## config.mk

```make
export PLATFORM = sky130hd
export DESIGN_NAME = wtrsm_top
export DESIGN_NICKNAME = d
export VERILOG_FILES = /design/src/rtl/wtrsm_pkg.sv /design/src/rtl/wtrsm_top.sv
export SDC_FILE = /design/constraint.sdc
export NUM_CORES = 1
export LEC_CHECK = 0
export ABC_AREA = 1
export BUFFER_PORTS_ARGS = -buffer_cell sky130_fd_sc_hd__clkbuf_2
export CAP_MARGIN = 10
export CORE_ASPECT_RATIO = 1.75
export CORE_MARGIN = 5
export CORE_UTILIZATION = 57
export CTS_BUF_LIST = sky130_fd_sc_hd__clkbuf_4 sky130_fd_sc_hd__clkbuf_8
export CTS_CLUSTER_DIAMETER = 200
export DETAILED_ROUTE_END_ITERATION = 6
export GPL_ROUTABILITY_DRIVEN = 0
export GPL_TIMING_DRIVEN = 0
export PLACE_DENSITY_LB_ADDON = 0.15
export SLEW_MARGIN = 20
export SYNTH_ARGS = -nofsm -noshare
export SYNTH_HDL_FRONTEND = slang
export SYNTH_SLANG_ARGS = --single-unit
export TNS_END_PERCENT = 50
```

## constraint.sdc

```tcl
create_clock -name mclk -period 1.6 [get_ports mclk]
set_input_delay 0.16 -clock mclk [delete_from_list [all_inputs] [get_ports mclk]]
set_output_delay 0.16 -clock mclk [all_outputs]
set_load 0.03 [all_outputs]
```

## src/rtl/wtrsm_pkg.sv

```systemverilog
// Constants, offsets and types shared by the watchdog timer.
package wtrsm_pkg;

    // ==========================================================
    // Register bus
    localparam int          ADDR_W    = 4;
    localparam logic [3:0]  CTL_OFS   = 4'h0;
    localparam logic [3:0]  RLD_U_OFS = 4'h1;
    localparam logic [3:0]  RLD_H_OFS = 4'h2;
    localparam logic [3:0]  RLD_L_OFS = 4'h3;

    // ==========================================================
    // Control register fields
    localparam int CTL_TO_BIT   = 7;
    localparam int CTL_STOP_BIT = 6;
    localparam int CTL_SDIS_BIT = 0;

    // ==========================================================
    // Control register key values
    localparam logic [7:0] KEY_FIRST    = 8'h55;
    localparam logic [7:0] KEY_SECOND   = 8'haa;
    localparam logic [7:0] STOP_OFF_KEY = 8'h81;
    localparam logic [7:0] STOP_ON_KEY  = 8'h00;

    // ==========================================================
    // Counter values
    localparam logic [23:0] RELOAD_RST    = 24'hffffff;
    localparam logic [23:0] REFRESH_FLOOR = 24'h000002;
    localparam logic [23:0] TERMINAL_CNT  = 24'h000001;
    localparam logic [23:0] MIN_RELOAD    = 24'h000004;

    // ==========================================================
    // Timing
    localparam int MCLK_PERIOD_NS = 10;
    localparam int RC_PERIOD_NS   = 100000;
    localparam int RC_DIV_CYC     = RC_PERIOD_NS / MCLK_PERIOD_NS;
    localparam int DIV_W          = 14;

    // ==========================================================
    // Types
    typedef enum logic [1:0] {
        SEQ_IDLE,
        SEQ_KEY1,
        SEQ_OPEN
    } wtrsm_seq_t;

    typedef struct packed {
        logic              on;
        logic [23:0]       cnt;
        logic [7:0]        rld_u;
        logic [7:0]        rld_h;
        logic [7:0]        rld_l;
        logic [DIV_W-1:0]  div;
        logic              to_flag;
        logic              stop_flag;
        logic              stop_dis;
        wtrsm_seq_t        seq;
        logic [7:0]        rdata;
        logic              rst_req;
        logic              irq;
        logic              recover;
    } wtrsm_state_t;

endpackage

```

## src/rtl/wtrsm_top.sv

```systemverilog
// Watchdog timer with RC time base, lock sequence and STOP-mode control.
//
// The implementer's own choices: the address-and-strobe port and the address map.
module wtrsm_top #(
    parameter int RC_DIV = wtrsm_pkg::RC_DIV_CYC
) (
    // Clock and reset
    input  wire logic                        mclk,
    input  wire logic                        rstn,
    // Register port
    input  wire logic [wtrsm_pkg::ADDR_W-1:0] addr,
    input  wire logic [7:0]                  wdata,
    input  wire logic                        wr,
    input  wire logic                        rd,
    output logic      [7:0]                  rdata,
    // Core and option inputs
    input  wire logic                        refresh,
    input  wire logic                        always_on_option,
    input  wire logic                        timeout_reset_option,
    input  wire logic                        stop_mode,
    // Watchdog events
    output logic                             wdt_reset_req,
    output logic                             wdt_irq,
    output logic                             stop_recover,
    output logic                             wdt_running
);

    localparam logic [wtrsm_pkg::DIV_W-1:0] DIV_LAST = wtrsm_pkg::DIV_W'(RC_DIV - 1);

    wtrsm_pkg::wtrsm_state_t q;
    wtrsm_pkg::wtrsm_state_t s;
    logic                    osc_run;
    logic                    tick;
    logic [23:0]             reload_val;

    // ==========================================================
    // Time base and next state
    always_comb
    begin
        s          = q;
        s.rdata    = 8'h00;
        s.rst_req  = 1'b0;
        s.irq      = 1'b0;
        s.recover  = 1'b0;
        reload_val = {q.rld_u, q.rld_h, q.rld_l};
        // The RC time base halts only in STOP mode with the disable set.
        osc_run    = !(stop_mode && q.stop_dis);
        tick       = osc_run && (q.div == DIV_LAST);

        if (!osc_run || tick)
        begin
            s.div = '0;
        end
        else
        begin
            s.div = q.div + wtrsm_pkg::DIV_W'(1);
        end

        // Control register reads clear the status bits before new events set them.
        if (rd)
        begin
            case (addr)
                wtrsm_pkg::CTL_OFS:
                begin
                    s.rdata[wtrsm_pkg::CTL_TO_BIT]   = q.to_flag;
                    s.rdata[wtrsm_pkg::CTL_STOP_BIT] = q.stop_flag;
                    s.rdata[wtrsm_pkg::CTL_SDIS_BIT] = q.stop_dis;
                    s.to_flag   = 1'b0;
                    s.stop_flag = 1'b0;
                end
                wtrsm_pkg::RLD_U_OFS: s.rdata = q.rld_u;
                wtrsm_pkg::RLD_H_OFS: s.rdata = q.rld_h;
                wtrsm_pkg::RLD_L_OFS: s.rdata = q.rld_l;
                default:              s.rdata = 8'h00;
            endcase
        end

        if (wr)
        begin
            case (addr)
                wtrsm_pkg::CTL_OFS:
                begin
                    // Key writes only advance the sequence.
                    case (q.seq)
                        wtrsm_pkg::SEQ_IDLE:
                        begin
                            s.seq = (wdata == wtrsm_pkg::KEY_FIRST) ?
                                    wtrsm_pkg::SEQ_KEY1 : wtrsm_pkg::SEQ_IDLE;
                        end
                        wtrsm_pkg::SEQ_KEY1:
                        begin
                            if (wdata == wtrsm_pkg::KEY_SECOND)
                            begin
                                s.seq = wtrsm_pkg::SEQ_OPEN;
                            end
                            else if (wdata == wtrsm_pkg::KEY_FIRST)
                            begin
                                s.seq = wtrsm_pkg::SEQ_KEY1;
                            end
                            else
                            begin
                                s.seq = wtrsm_pkg::SEQ_IDLE;
                            end
                        end
                        wtrsm_pkg::SEQ_OPEN:
                        begin
                            if (wdata == wtrsm_pkg::STOP_OFF_KEY)
                            begin
                                s.stop_dis = 1'b1;
                            end
                            else if (wdata == wtrsm_pkg::STOP_ON_KEY)
                            begin
                                s.stop_dis = 1'b0;
                            end
                            s.seq = wtrsm_pkg::SEQ_IDLE;
                        end
                        default: s.seq = wtrsm_pkg::SEQ_IDLE;
                    endcase
                end
                wtrsm_pkg::RLD_U_OFS:
                begin
                    if (q.seq == wtrsm_pkg::SEQ_OPEN)
                    begin
                        s.rld_u = wdata;
                    end
                end
                wtrsm_pkg::RLD_H_OFS:
                begin
                    if (q.seq == wtrsm_pkg::SEQ_OPEN)
                    begin
                        s.rld_h = wdata;
                    end
                end
                wtrsm_pkg::RLD_L_OFS:
                begin
                    if (q.seq == wtrsm_pkg::SEQ_OPEN)
                    begin
                        s.rld_l = wdata;
                        s.seq   = wtrsm_pkg::SEQ_IDLE;
                    end
                end
                default: s.seq = q.seq;
            endcase
        end

        // ==========================================================
        // Counter
        if (!q.on)
        begin
            if (always_on_option || refresh)
            begin
                s.on  = 1'b1;
                s.cnt = reload_val;
            end
        end
        else if (refresh && (q.cnt > wtrsm_pkg::REFRESH_FLOOR))
        begin
            s.cnt = reload_val;
        end
        else if (tick)
        begin
            // A reload at or under the refresh floor of 2 leaves no refresh window.
            if (q.cnt <= wtrsm_pkg::TERMINAL_CNT)
            begin
                s.cnt = reload_val;
                if (timeout_reset_option)
                begin
                    s.to_flag = 1'b1;
                    if (stop_mode)
                    begin
                        s.stop_flag = 1'b1;
                        s.recover   = 1'b1;
                    end
                    else
                    begin
                        s.rst_req = 1'b1;
                    end
                end
                else
                begin
                    s.irq     = 1'b1;
                    s.recover = stop_mode;
                end
            end
            else
            begin
                s.cnt = q.cnt - 24'h000001;
            end
        end
    end

    always_ff @(posedge mclk)
    begin
        if (!rstn)
        begin
            q          <= '0;
            q.rld_u    <= wtrsm_pkg::RELOAD_RST[23:16];
            q.rld_h    <= wtrsm_pkg::RELOAD_RST[15:8];
            q.rld_l    <= wtrsm_pkg::RELOAD_RST[7:0];
            q.cnt      <= wtrsm_pkg::RELOAD_RST;
            q.stop_dis <= 1'b0;
            q.seq      <= wtrsm_pkg::SEQ_IDLE;
        end
        else
        begin
            q <= s;
        end
    end

    assign rdata         = q.rdata;
    assign wdt_reset_req = q.rst_req;
    assign wdt_irq       = q.irq;
    assign stop_recover  = q.recover;
    assign wdt_running   = q.on;

    // Cycles of running time base since the last tick, kept apart from the divider.
    logic [wtrsm_pkg::DIV_W-1:0] gap_r;

    always_ff @(posedge mclk)
    begin
        if (!rstn || !osc_run || tick)
        begin
            gap_r <= '0;
        end
        else
        begin
            gap_r <= gap_r + wtrsm_pkg::DIV_W'(1);
        end
    end
endmodule

```

==> metrics.md, run 1 <==
| Metric | Value |
|---|---|
| Outcome | complete, but fails checks |
| Failing checks | setup timing |
| Root buffer cell | clkbuf_8 |
| Worst min-delay path startpoint | wdata[7] |
| Worst clock skew | 12.94 ps |
| Post-synthesis sequential area ratio | between 30% and 40% |
| WP data required | 1860 ps |
| Worst Setup Start Kind | register |
| CTS tree | built |
| DRC | 0 |
| I/O Pins | 32 |
| Most frequent cells in the layout | 177 x nand2_1, 77 x nor2_1, 73 x inv_1 |
| Skew-Pair Late Insertion Delay | about 360 ps |
| Number of flops mapped to enable cells by yosys | 0 |
| Worst setup slack after layout | -202.5 ps |
| Cell taking the most area after synthesis | dfxtp_1 |
| Top_reg_cell synth | dfxtp_1 |
| Cell area power density | 803.5 nW/µm² |
| Number of distinct library cells after synthesis | 42 |
| Synth-to-Final Area Change | 22.43% |
| Layout cell share with drive strength beyond 1 | 22.65% |
| Maximum vdd drop | 0.6747 mV |
| Total core area | 7855 µm² |
| Synth top area cells | dfxtp_1 35%, nand2_1 15%, nor2_1 7.2%, inv_1 6.4%, nand3_1 6.2% |
| Critical path's top delay family | simple AND/OR/NAND/NOR gates |
| 1st-iter DRT viols | around 400 |
| GRT Overall Usage | around 27% |
| Worst stage delay on the critical path | 360 ps |
| Synth Area in Compound Gates | 14.08% |
| Synth Area in Simple Gates | a little under two fifths |
| Largest net degree at the start of global routing | 14 |
| Worst r2r src | q[16] |
| Syn nets | 712 |
| Asr flop ratio synth | 0% |
| Die ar. | 9887 µm² |
| Crit path kind | register to register |
| Wirelength, routed | 13750 µm |
| Post-Syn Area per Cell | 6.574 µm² |
| Maxcap violations | 0 |
| Antenna cell count | 0 |
| Buf/Inv on CP | 3 |
| DR pass1 iterations | 5 |
| Minimum hold slack | about 71 ps |
| Yosys warnings | 0 |
| Mux share of post-synthesis cell area | 0% |
| Chip height | roughly 130 µm |
| Clk sinks | 79 |
| Post-Synth Adder-Cell Area | approximately 1.1% |
| Share of the synthesized area in the top cell type | about a third |
| Worst Setup End Kind | register |
| Post-Syn Area | 4523 µm² |
| H-tree depth | 3 |
| Worst Tran Pin Value | 715.8 ps |
| Via count | 4815 |
| Slowest-stage cell, CP | dfxtp_2 |
| Wire length per cell | 16.27 µm |
| Post-Syn Instances | 688 |
| Max-Slew Margin vs Limit | 52.28% |
| Maximum operating frequency | 0.5548 GHz |
| Fin crit period | 1802 ps |
| TNS Setup | -4057 ps |
| First-pass GRT wire length | 21670 µm |
| Initial antenna violation count | 0 |
| Max-slew violation count | 0 |
| GR Overflow Total | 0 |
| Post-DRT Antenna Nets | 0 |
| Arr. time, crit path | about 2100 ps |
| Post-DP HPWL | approximately 10000 µm |
| Hold Vio Cnt, Final | 0 |
| Vias in the first global route | ~4700 |
| Row count | 43 |
| Setup-failing EPs final | 29 |
| Unrepaired setup endpoints after global routing | yes |
| Largest family of logic cells by synthesized area | simple AND/OR/NAND/NOR gates |
| Initial Utilization | a little under three fifths |
| Clock transition at the registers of the reported paths | 90 ps |
| Commonest non-fill, non-tap cell in the layout | nand2_1 |
| DR vias/cell | 5.698 |
| Lkg Pwr | ~2.6 nW |
| Port buffer count | 30 |
| CP Launch Point | q[16] |
| Fin crit share | 112.7% |
| Die Width | 77.34 µm |
| Post-Synth XOR/XNOR Area | 1.936% |
| Layout Nets | 774 |
| Worst hold path class | primary input to register |
| Crit Path Max Fanout | 10 |
| Num CTS Buffers | 9 |
| Yosys reg bits | 79 |
| Buffer depth of the longest clock path | 2 |
| Critical path cell sequence | ha_4 -> nand2_4 -> nor2_4 -> inv_2 -> nor2_4 -> nand3_2 -> nand2_4 -> o21bai_4 -> buf_12 -> buf_8 -> a21oi_1 -> nand2_1 |
==> worst register-to-register path: cells and delay by family (launching register included) <==
kind | cells | cell delay, ps
buffers and inverters | 3 | 360
AO/OA/AOI/OAI | 2 | 230
adder cells (fa/ha/maj) | 1 | 150
AND/OR/NAND/NOR | 6 | 590
flip-flops | 1 | 360
==> metrics by stage <==
step	power, mW	area [µm²]	worst slack (ps)	utilization (%)	std cells
after floorplan	2.524	4544	-9.288	-	688
after global placement	2.681	4807	-327.3	61.20	808
after detailed placement	2.695	4807	-383.6	61.20	808
after CTS	4.367	5280	-144.8	67.22	837
after global routing	4.637	5538	-286.8	70.50	845
final	4.450	5538	-202.5	70.50	845
==> synth_stat cells (3+ instances only) <==
| master | n |
|---|---|
| nand3_2 | 3 |
| xnor2_1 | 4 |
| nor3_1 | 7 |
| clkbuf_1 | 10 |
| o21ai_1 | 4 |
| or2_2 | 3 |
| nand4_1 | 13 |
| a21oi_2 | 4 |
| o21bai_1 | 3 |
| o21ai_0 | 14 |
| buf_2 | 9 |
| inv_2 | 3 |
| nor3b_1 | 3 |
| a221oi_1 | 3 |
| nor2_2 | 10 |
| buf_4 | 9 |
| nor2_1 | 87 |
| nand3_1 | 56 |
| a21oi_1 | 36 |
| inv_1 | 77 |
| o211ai_1 | 26 |
| nand2_1 | 184 |
| ha_1 | 4 |
| dfxtp_1 | 79 |
| nand2_2 | 7 |
| xor2_1 | 6 |
| nor2_4 | 3 |
==> kinds of logic (layout without fill, tap and decap cells) <==
logic type,Yosys count,count (layout)
AND/OR/NAND/NOR,384,384
buffers and inverters,111,178
AO/OA/AOI/OAI,100,100
flip-flops,79,79
XOR/XNOR,10,10
adder cells (fa/ha/maj),4,4
==> sequential cells by signal, indices dropped and copies added (netlist names) <==
name           cells
wdt_irq            1
wdt_running        1
stop_recover       1
q                 67
rdata              8
wdt_reset_req      1
==> path summary, 6_finish.rpt <==
check,end,slack [ps],cells after the start
worst max-delay path,q[62],-200,12
worst min-delay path,q[53],70,3
worst max register to register,q[62],-200,12
worst min register to register,q[15],480,2
==> metal layers <==
| layer | vias up | global-route usage (%) | share of wire (%) |
|---|---|---|---|
| met5 | - | 0 | 0 |
| met3 | 81 | 4.430 | 4.9 |
| met4 | 0 | 23.18 | 8.4 |
| met2 | 217 | 48.96 | 52 |
| met1 | 2168 | 26.71 | 35 |
| li1 | 2349 | - | - |
==> report_power, final <==
group	internal, mW	switching [mW]
logic	0.284	0.414
registers	2.03	0.0879
clock network	0.890	0.740
total	3.21	1.24
==> final cells by class <==
type / count / area, µm²
fill: 658 / 2317
clock inverter: 6 / 85.08
inverter: 81 / 311.5
clock buffer: 10 / 131.4
timing repair buffer: 51 / 367.9
multi-input combinational: 498 / 2701
tap: 90 / 112.6
sequential: 79 / 1597
buffer: 30 / 231.5
==> what timing repair did <==
item	4_1_cts	5_1_grt
buffers inserted	9	5
setup endpoints to repair	40	42
resized for setup	50	41
hold buffers	2	0
hold endpoints to repair	2	0
cloned	2	3
pin swaps	13	12
Note: power is estimated with default switching activity, not from simulation.
==> inputs of run 2 (changes only) <==
--- a/config.mk
+++ b/config.mk
@@ -8,3 +8,2 @@
 export ABC_AREA = 1
-export BUFFER_PORTS_ARGS = -buffer_cell sky130_fd_sc_hd__clkbuf_2
 export CAP_MARGIN = 10
@@ -12,3 +11,3 @@
 export CORE_MARGIN = 5
-export CORE_UTILIZATION = 57
+export CORE_UTILIZATION = 60
 export CTS_BUF_LIST = sky130_fd_sc_hd__clkbuf_4 sky130_fd_sc_hd__clkbuf_8
@@ -16,5 +15,6 @@
 export DETAILED_ROUTE_END_ITERATION = 6
+export DONT_BUFFER_PORTS = 1
 export GPL_ROUTABILITY_DRIVEN = 0
 export GPL_TIMING_DRIVEN = 0
-export PLACE_DENSITY_LB_ADDON = 0.15
+export PLACE_DENSITY = 0.79
 export SLEW_MARGIN = 20
==> constraint.sdc (replaced) <==
create_clock -name mclk -period 1.6 [get_ports mclk]
set_input_delay 0.24 -clock mclk [delete_from_list [all_inputs] [get_ports mclk]]
set_output_delay 0.24 -clock mclk [all_outputs]
set_load 0.03 [all_outputs]
==> run 2 against run 1 <==
- the flow still finishes with violations (setup timing)
- largest cell class unchanged
- largest power group unchanged
- sequential cell count unchanged
- critical endpoint is now q[56]
- clock power grew 3%
- sequential power about the same
- critical path type unchanged
- total power grew 1.5%
- global-route usage rose by 2.9 points
- register-to-register slack lost 50 ps
- maximum frequency down 2.7%
==> metrics.md, run 2 (same netlist as run 1, synthesis figures left out) <==
| Metric | Value |
|---|---|
| Hold Vio Cnt, Final | 0 |
| Arr. time, crit path | ~2100 ps |
| Worst r2r src | q[69] |
| GRT Overall Usage | 30.28% |
| Worst setup slack after layout | -253.0 ps |
| Antenna cell count | 0 |
| Slowest-stage cell, CP | dfxtp_4 |
| Clk sinks | 79 |
| Largest net degree at the start of global routing | 14 |
| Reg with most FFs | q |
| Root buffer cell | clkbuf_8 |
| Maximum operating frequency | 0.5397 GHz |
| Cells on worst reg2reg path | 12 |
| Commonest non-fill, non-tap cell in the layout | nand2_1 |
| Layout Nets | 755 |
| Die Width | 75.64 µm |
| Fin util | 74.75% |
| Die ar. | 9444 µm² |
| Largest register FFs | between 60 and 70 |
| Cell area power density | 809.9 nW/µm² |
| WP data required | 1850 ps |
| Post-DRT Antenna Nets | 0 |
| Buf/Inv on CP | 3 |
| Critical path cell sequence | nor2_4 -> nand2_2 -> nor2_4 -> nand3_2 -> nand2_4 -> inv_4 -> o21bai_4 -> buf_12 -> buf_8 -> nand2_2 -> nand2_2 -> nand2_1 |
| Crit path kind | register to register |
| GR Overflow Total | 0 |
| Buffer depth of the longest clock path | 2 |
| Hold Path Sink | q[35] |
| Failing checks | setup timing |
| Max-slew violation count | 0 |
| Maxcap violations | 0 |
| Dpl cells | 776 |
| Total core area | 7462 µm² |
| DR vias/cell | approximately 6 |
| Vias in the first global route | 4500 |
| Worst Tran Pin Value | 637.1 ps |
| Setup-failing EPs final | 29 |
| First-pass GRT wire length | 21680 µm |
| Num CTS Buffers | 9 |
| DR pass1 iterations | 7 |
| DRC | 0 |
| Fill count | between 500 and 600 |
| Worst Hold Depth | 2 |
| Chip height | 124.9 µm |
| Layout cell share with drive strength beyond 1 | approximately a quarter |
| Layout Cells excl Fill | a little over 800 |
| Worst hold path class | primary input to register |
| Via count | 4918 |
| Wire length per cell | about 18 µm |
| Fin crit period | around 1900 ps |
| Critical path's top delay family | simple AND/OR/NAND/NOR gates |
| 1st-iter DRT viols | 559 |
| Worst Setup End Kind | register |
| Worst r2r dst | q[56] |
| Lkg Pwr | approximately 2.5 nW |
| CP most frequent cell | nand2_2 |
| R2R setup slack | -250 ps |
| Skew-Pair Late Insertion Delay | 370 ps |
| Worst stage delay on the critical path | 370 ps |
| I/O Pins | 32 |
| Crit Path Max Fanout | 6 |
| H-tree depth | 3 |
| Row count | 42 |
| Synth-to-Final Area Change | 23.32% |
| Clock transition at the registers of the reported paths | 80 ps |
| Worst min-delay path startpoint | wdata[5] |
| Wirelength, routed | 14970 µm |
| Most frequent cells in the layout | 173 x nand2_1, 73 x inv_1, 70 x nor2_1 |
| Unrepaired setup endpoints after global routing | yes |
| Initial Utilization | roughly three fifths |
| TNS Setup | -5271 ps |
| Worst clock skew | 6.636 ps |
| Maximum vdd drop | ~0.57 mV |
| Max-Slew Margin vs Limit | 57.29% |
| Port buffer count | 0 |
| Outcome | complete, but fails checks |
| CTS tree | built |
| Worst Setup Start Kind | register |
| Post-DP HPWL | 9581 µm |
| Initial antenna violation count | 0 |
| Fin crit share | 115.8% |
[run 2: layout make-up]
type                            count  area [µm²]  share of cell area, %
Buffer                             30       244.0                  4.374
Clock buffer                       10       137.6                  2.467
Clock inverter                      5       82.58                  1.480
Inverter                           81       314.1                  5.630
Multi-Input combinational cell    501        2778                  49.80
Sequential cell                    79        1612                  28.89
Tap cell                           88       110.1                  1.974
Timing Repair Buffer               29       300.3                  5.384
[run 2: worst max-delay path by stage]
stage	end	slack (ps)	cells past startpoint	start
after floorplan	q[69]	-9	12	q[16]
after global placement	q[56]	-290	11	q[72]
after detailed placement	q[74]	-310	11	q[55]
after CTS	q[66]	-160	15	q[54]
after global routing	q[61]	-340	12	q[55]
final	q[56]	-250	12	q[69]
[run 2: power by group]
| group | switching, mW | total (mW) | internal [mW] |
|---|---|---|---|
| Combinational | 0.408 | 0.698 | 0.290 |
| Clock | 0.772 | 1.68 | 0.912 |
| Sequential | 0.0996 | 2.14 | 2.04 |
| Total | 1.28 | 4.52 | 3.24 |
[run 2: layer usage]
| layer | vias up | track usage, % | wire length [µm] |
|---|---|---|---|
| met5 | - | 0 | 0 |
| met4 | 0 | 26.26 | 1368 |
| met3 | 110 | 5.574 | 1058 |
| met2 | 284 | 50.08 | 7718 |
| met1 | 2210 | 30.55 | 4822 |
| li1 | 2314 | - | - |
[run 2: worst register-to-register path, stage by stage, from the launching register on]
cell and delay [ps]:
dfxtp_4 370, nor2_4 130, nand2_2 80, nor2_4 220, nand3_2 130, nand2_4 110, inv_4 70, o21bai_4 160
buf_12 150, buf_8 140, nand2_2 60, nand2_2 60, nand2_1 40
[run 2: timing repair]
item | CTS | global route
setup buffers | 7 | 11
gates resized for setup | 50 | 76
hold buffers | 4 | 1
hold endpoints to repair | 6 | 1
pin swaps | 13 | 14
endpoints found under the setup margin | 39 | 44
gates cloned | 5 | 4
[run 2: through the flow]
step | cell area (µm²) | hold slack [ps] | power, mW | setup slack, ps
3_5_place_dp | 4654 | 315.5 | 2.646 | -311.6
5_1_grt | 5578 | 2.938 | 4.682 | -340.5
6_report | 5578 | 8.130 | 4.517 | -253.0
2_1_floorplan | 4544 | 312.4 | 2.524 | -9.288
3_3_place_gp | 4654 | 313.4 | 2.633 | -291.6
4_1_cts | 5155 | 0.4264 | 4.368 | -158.6
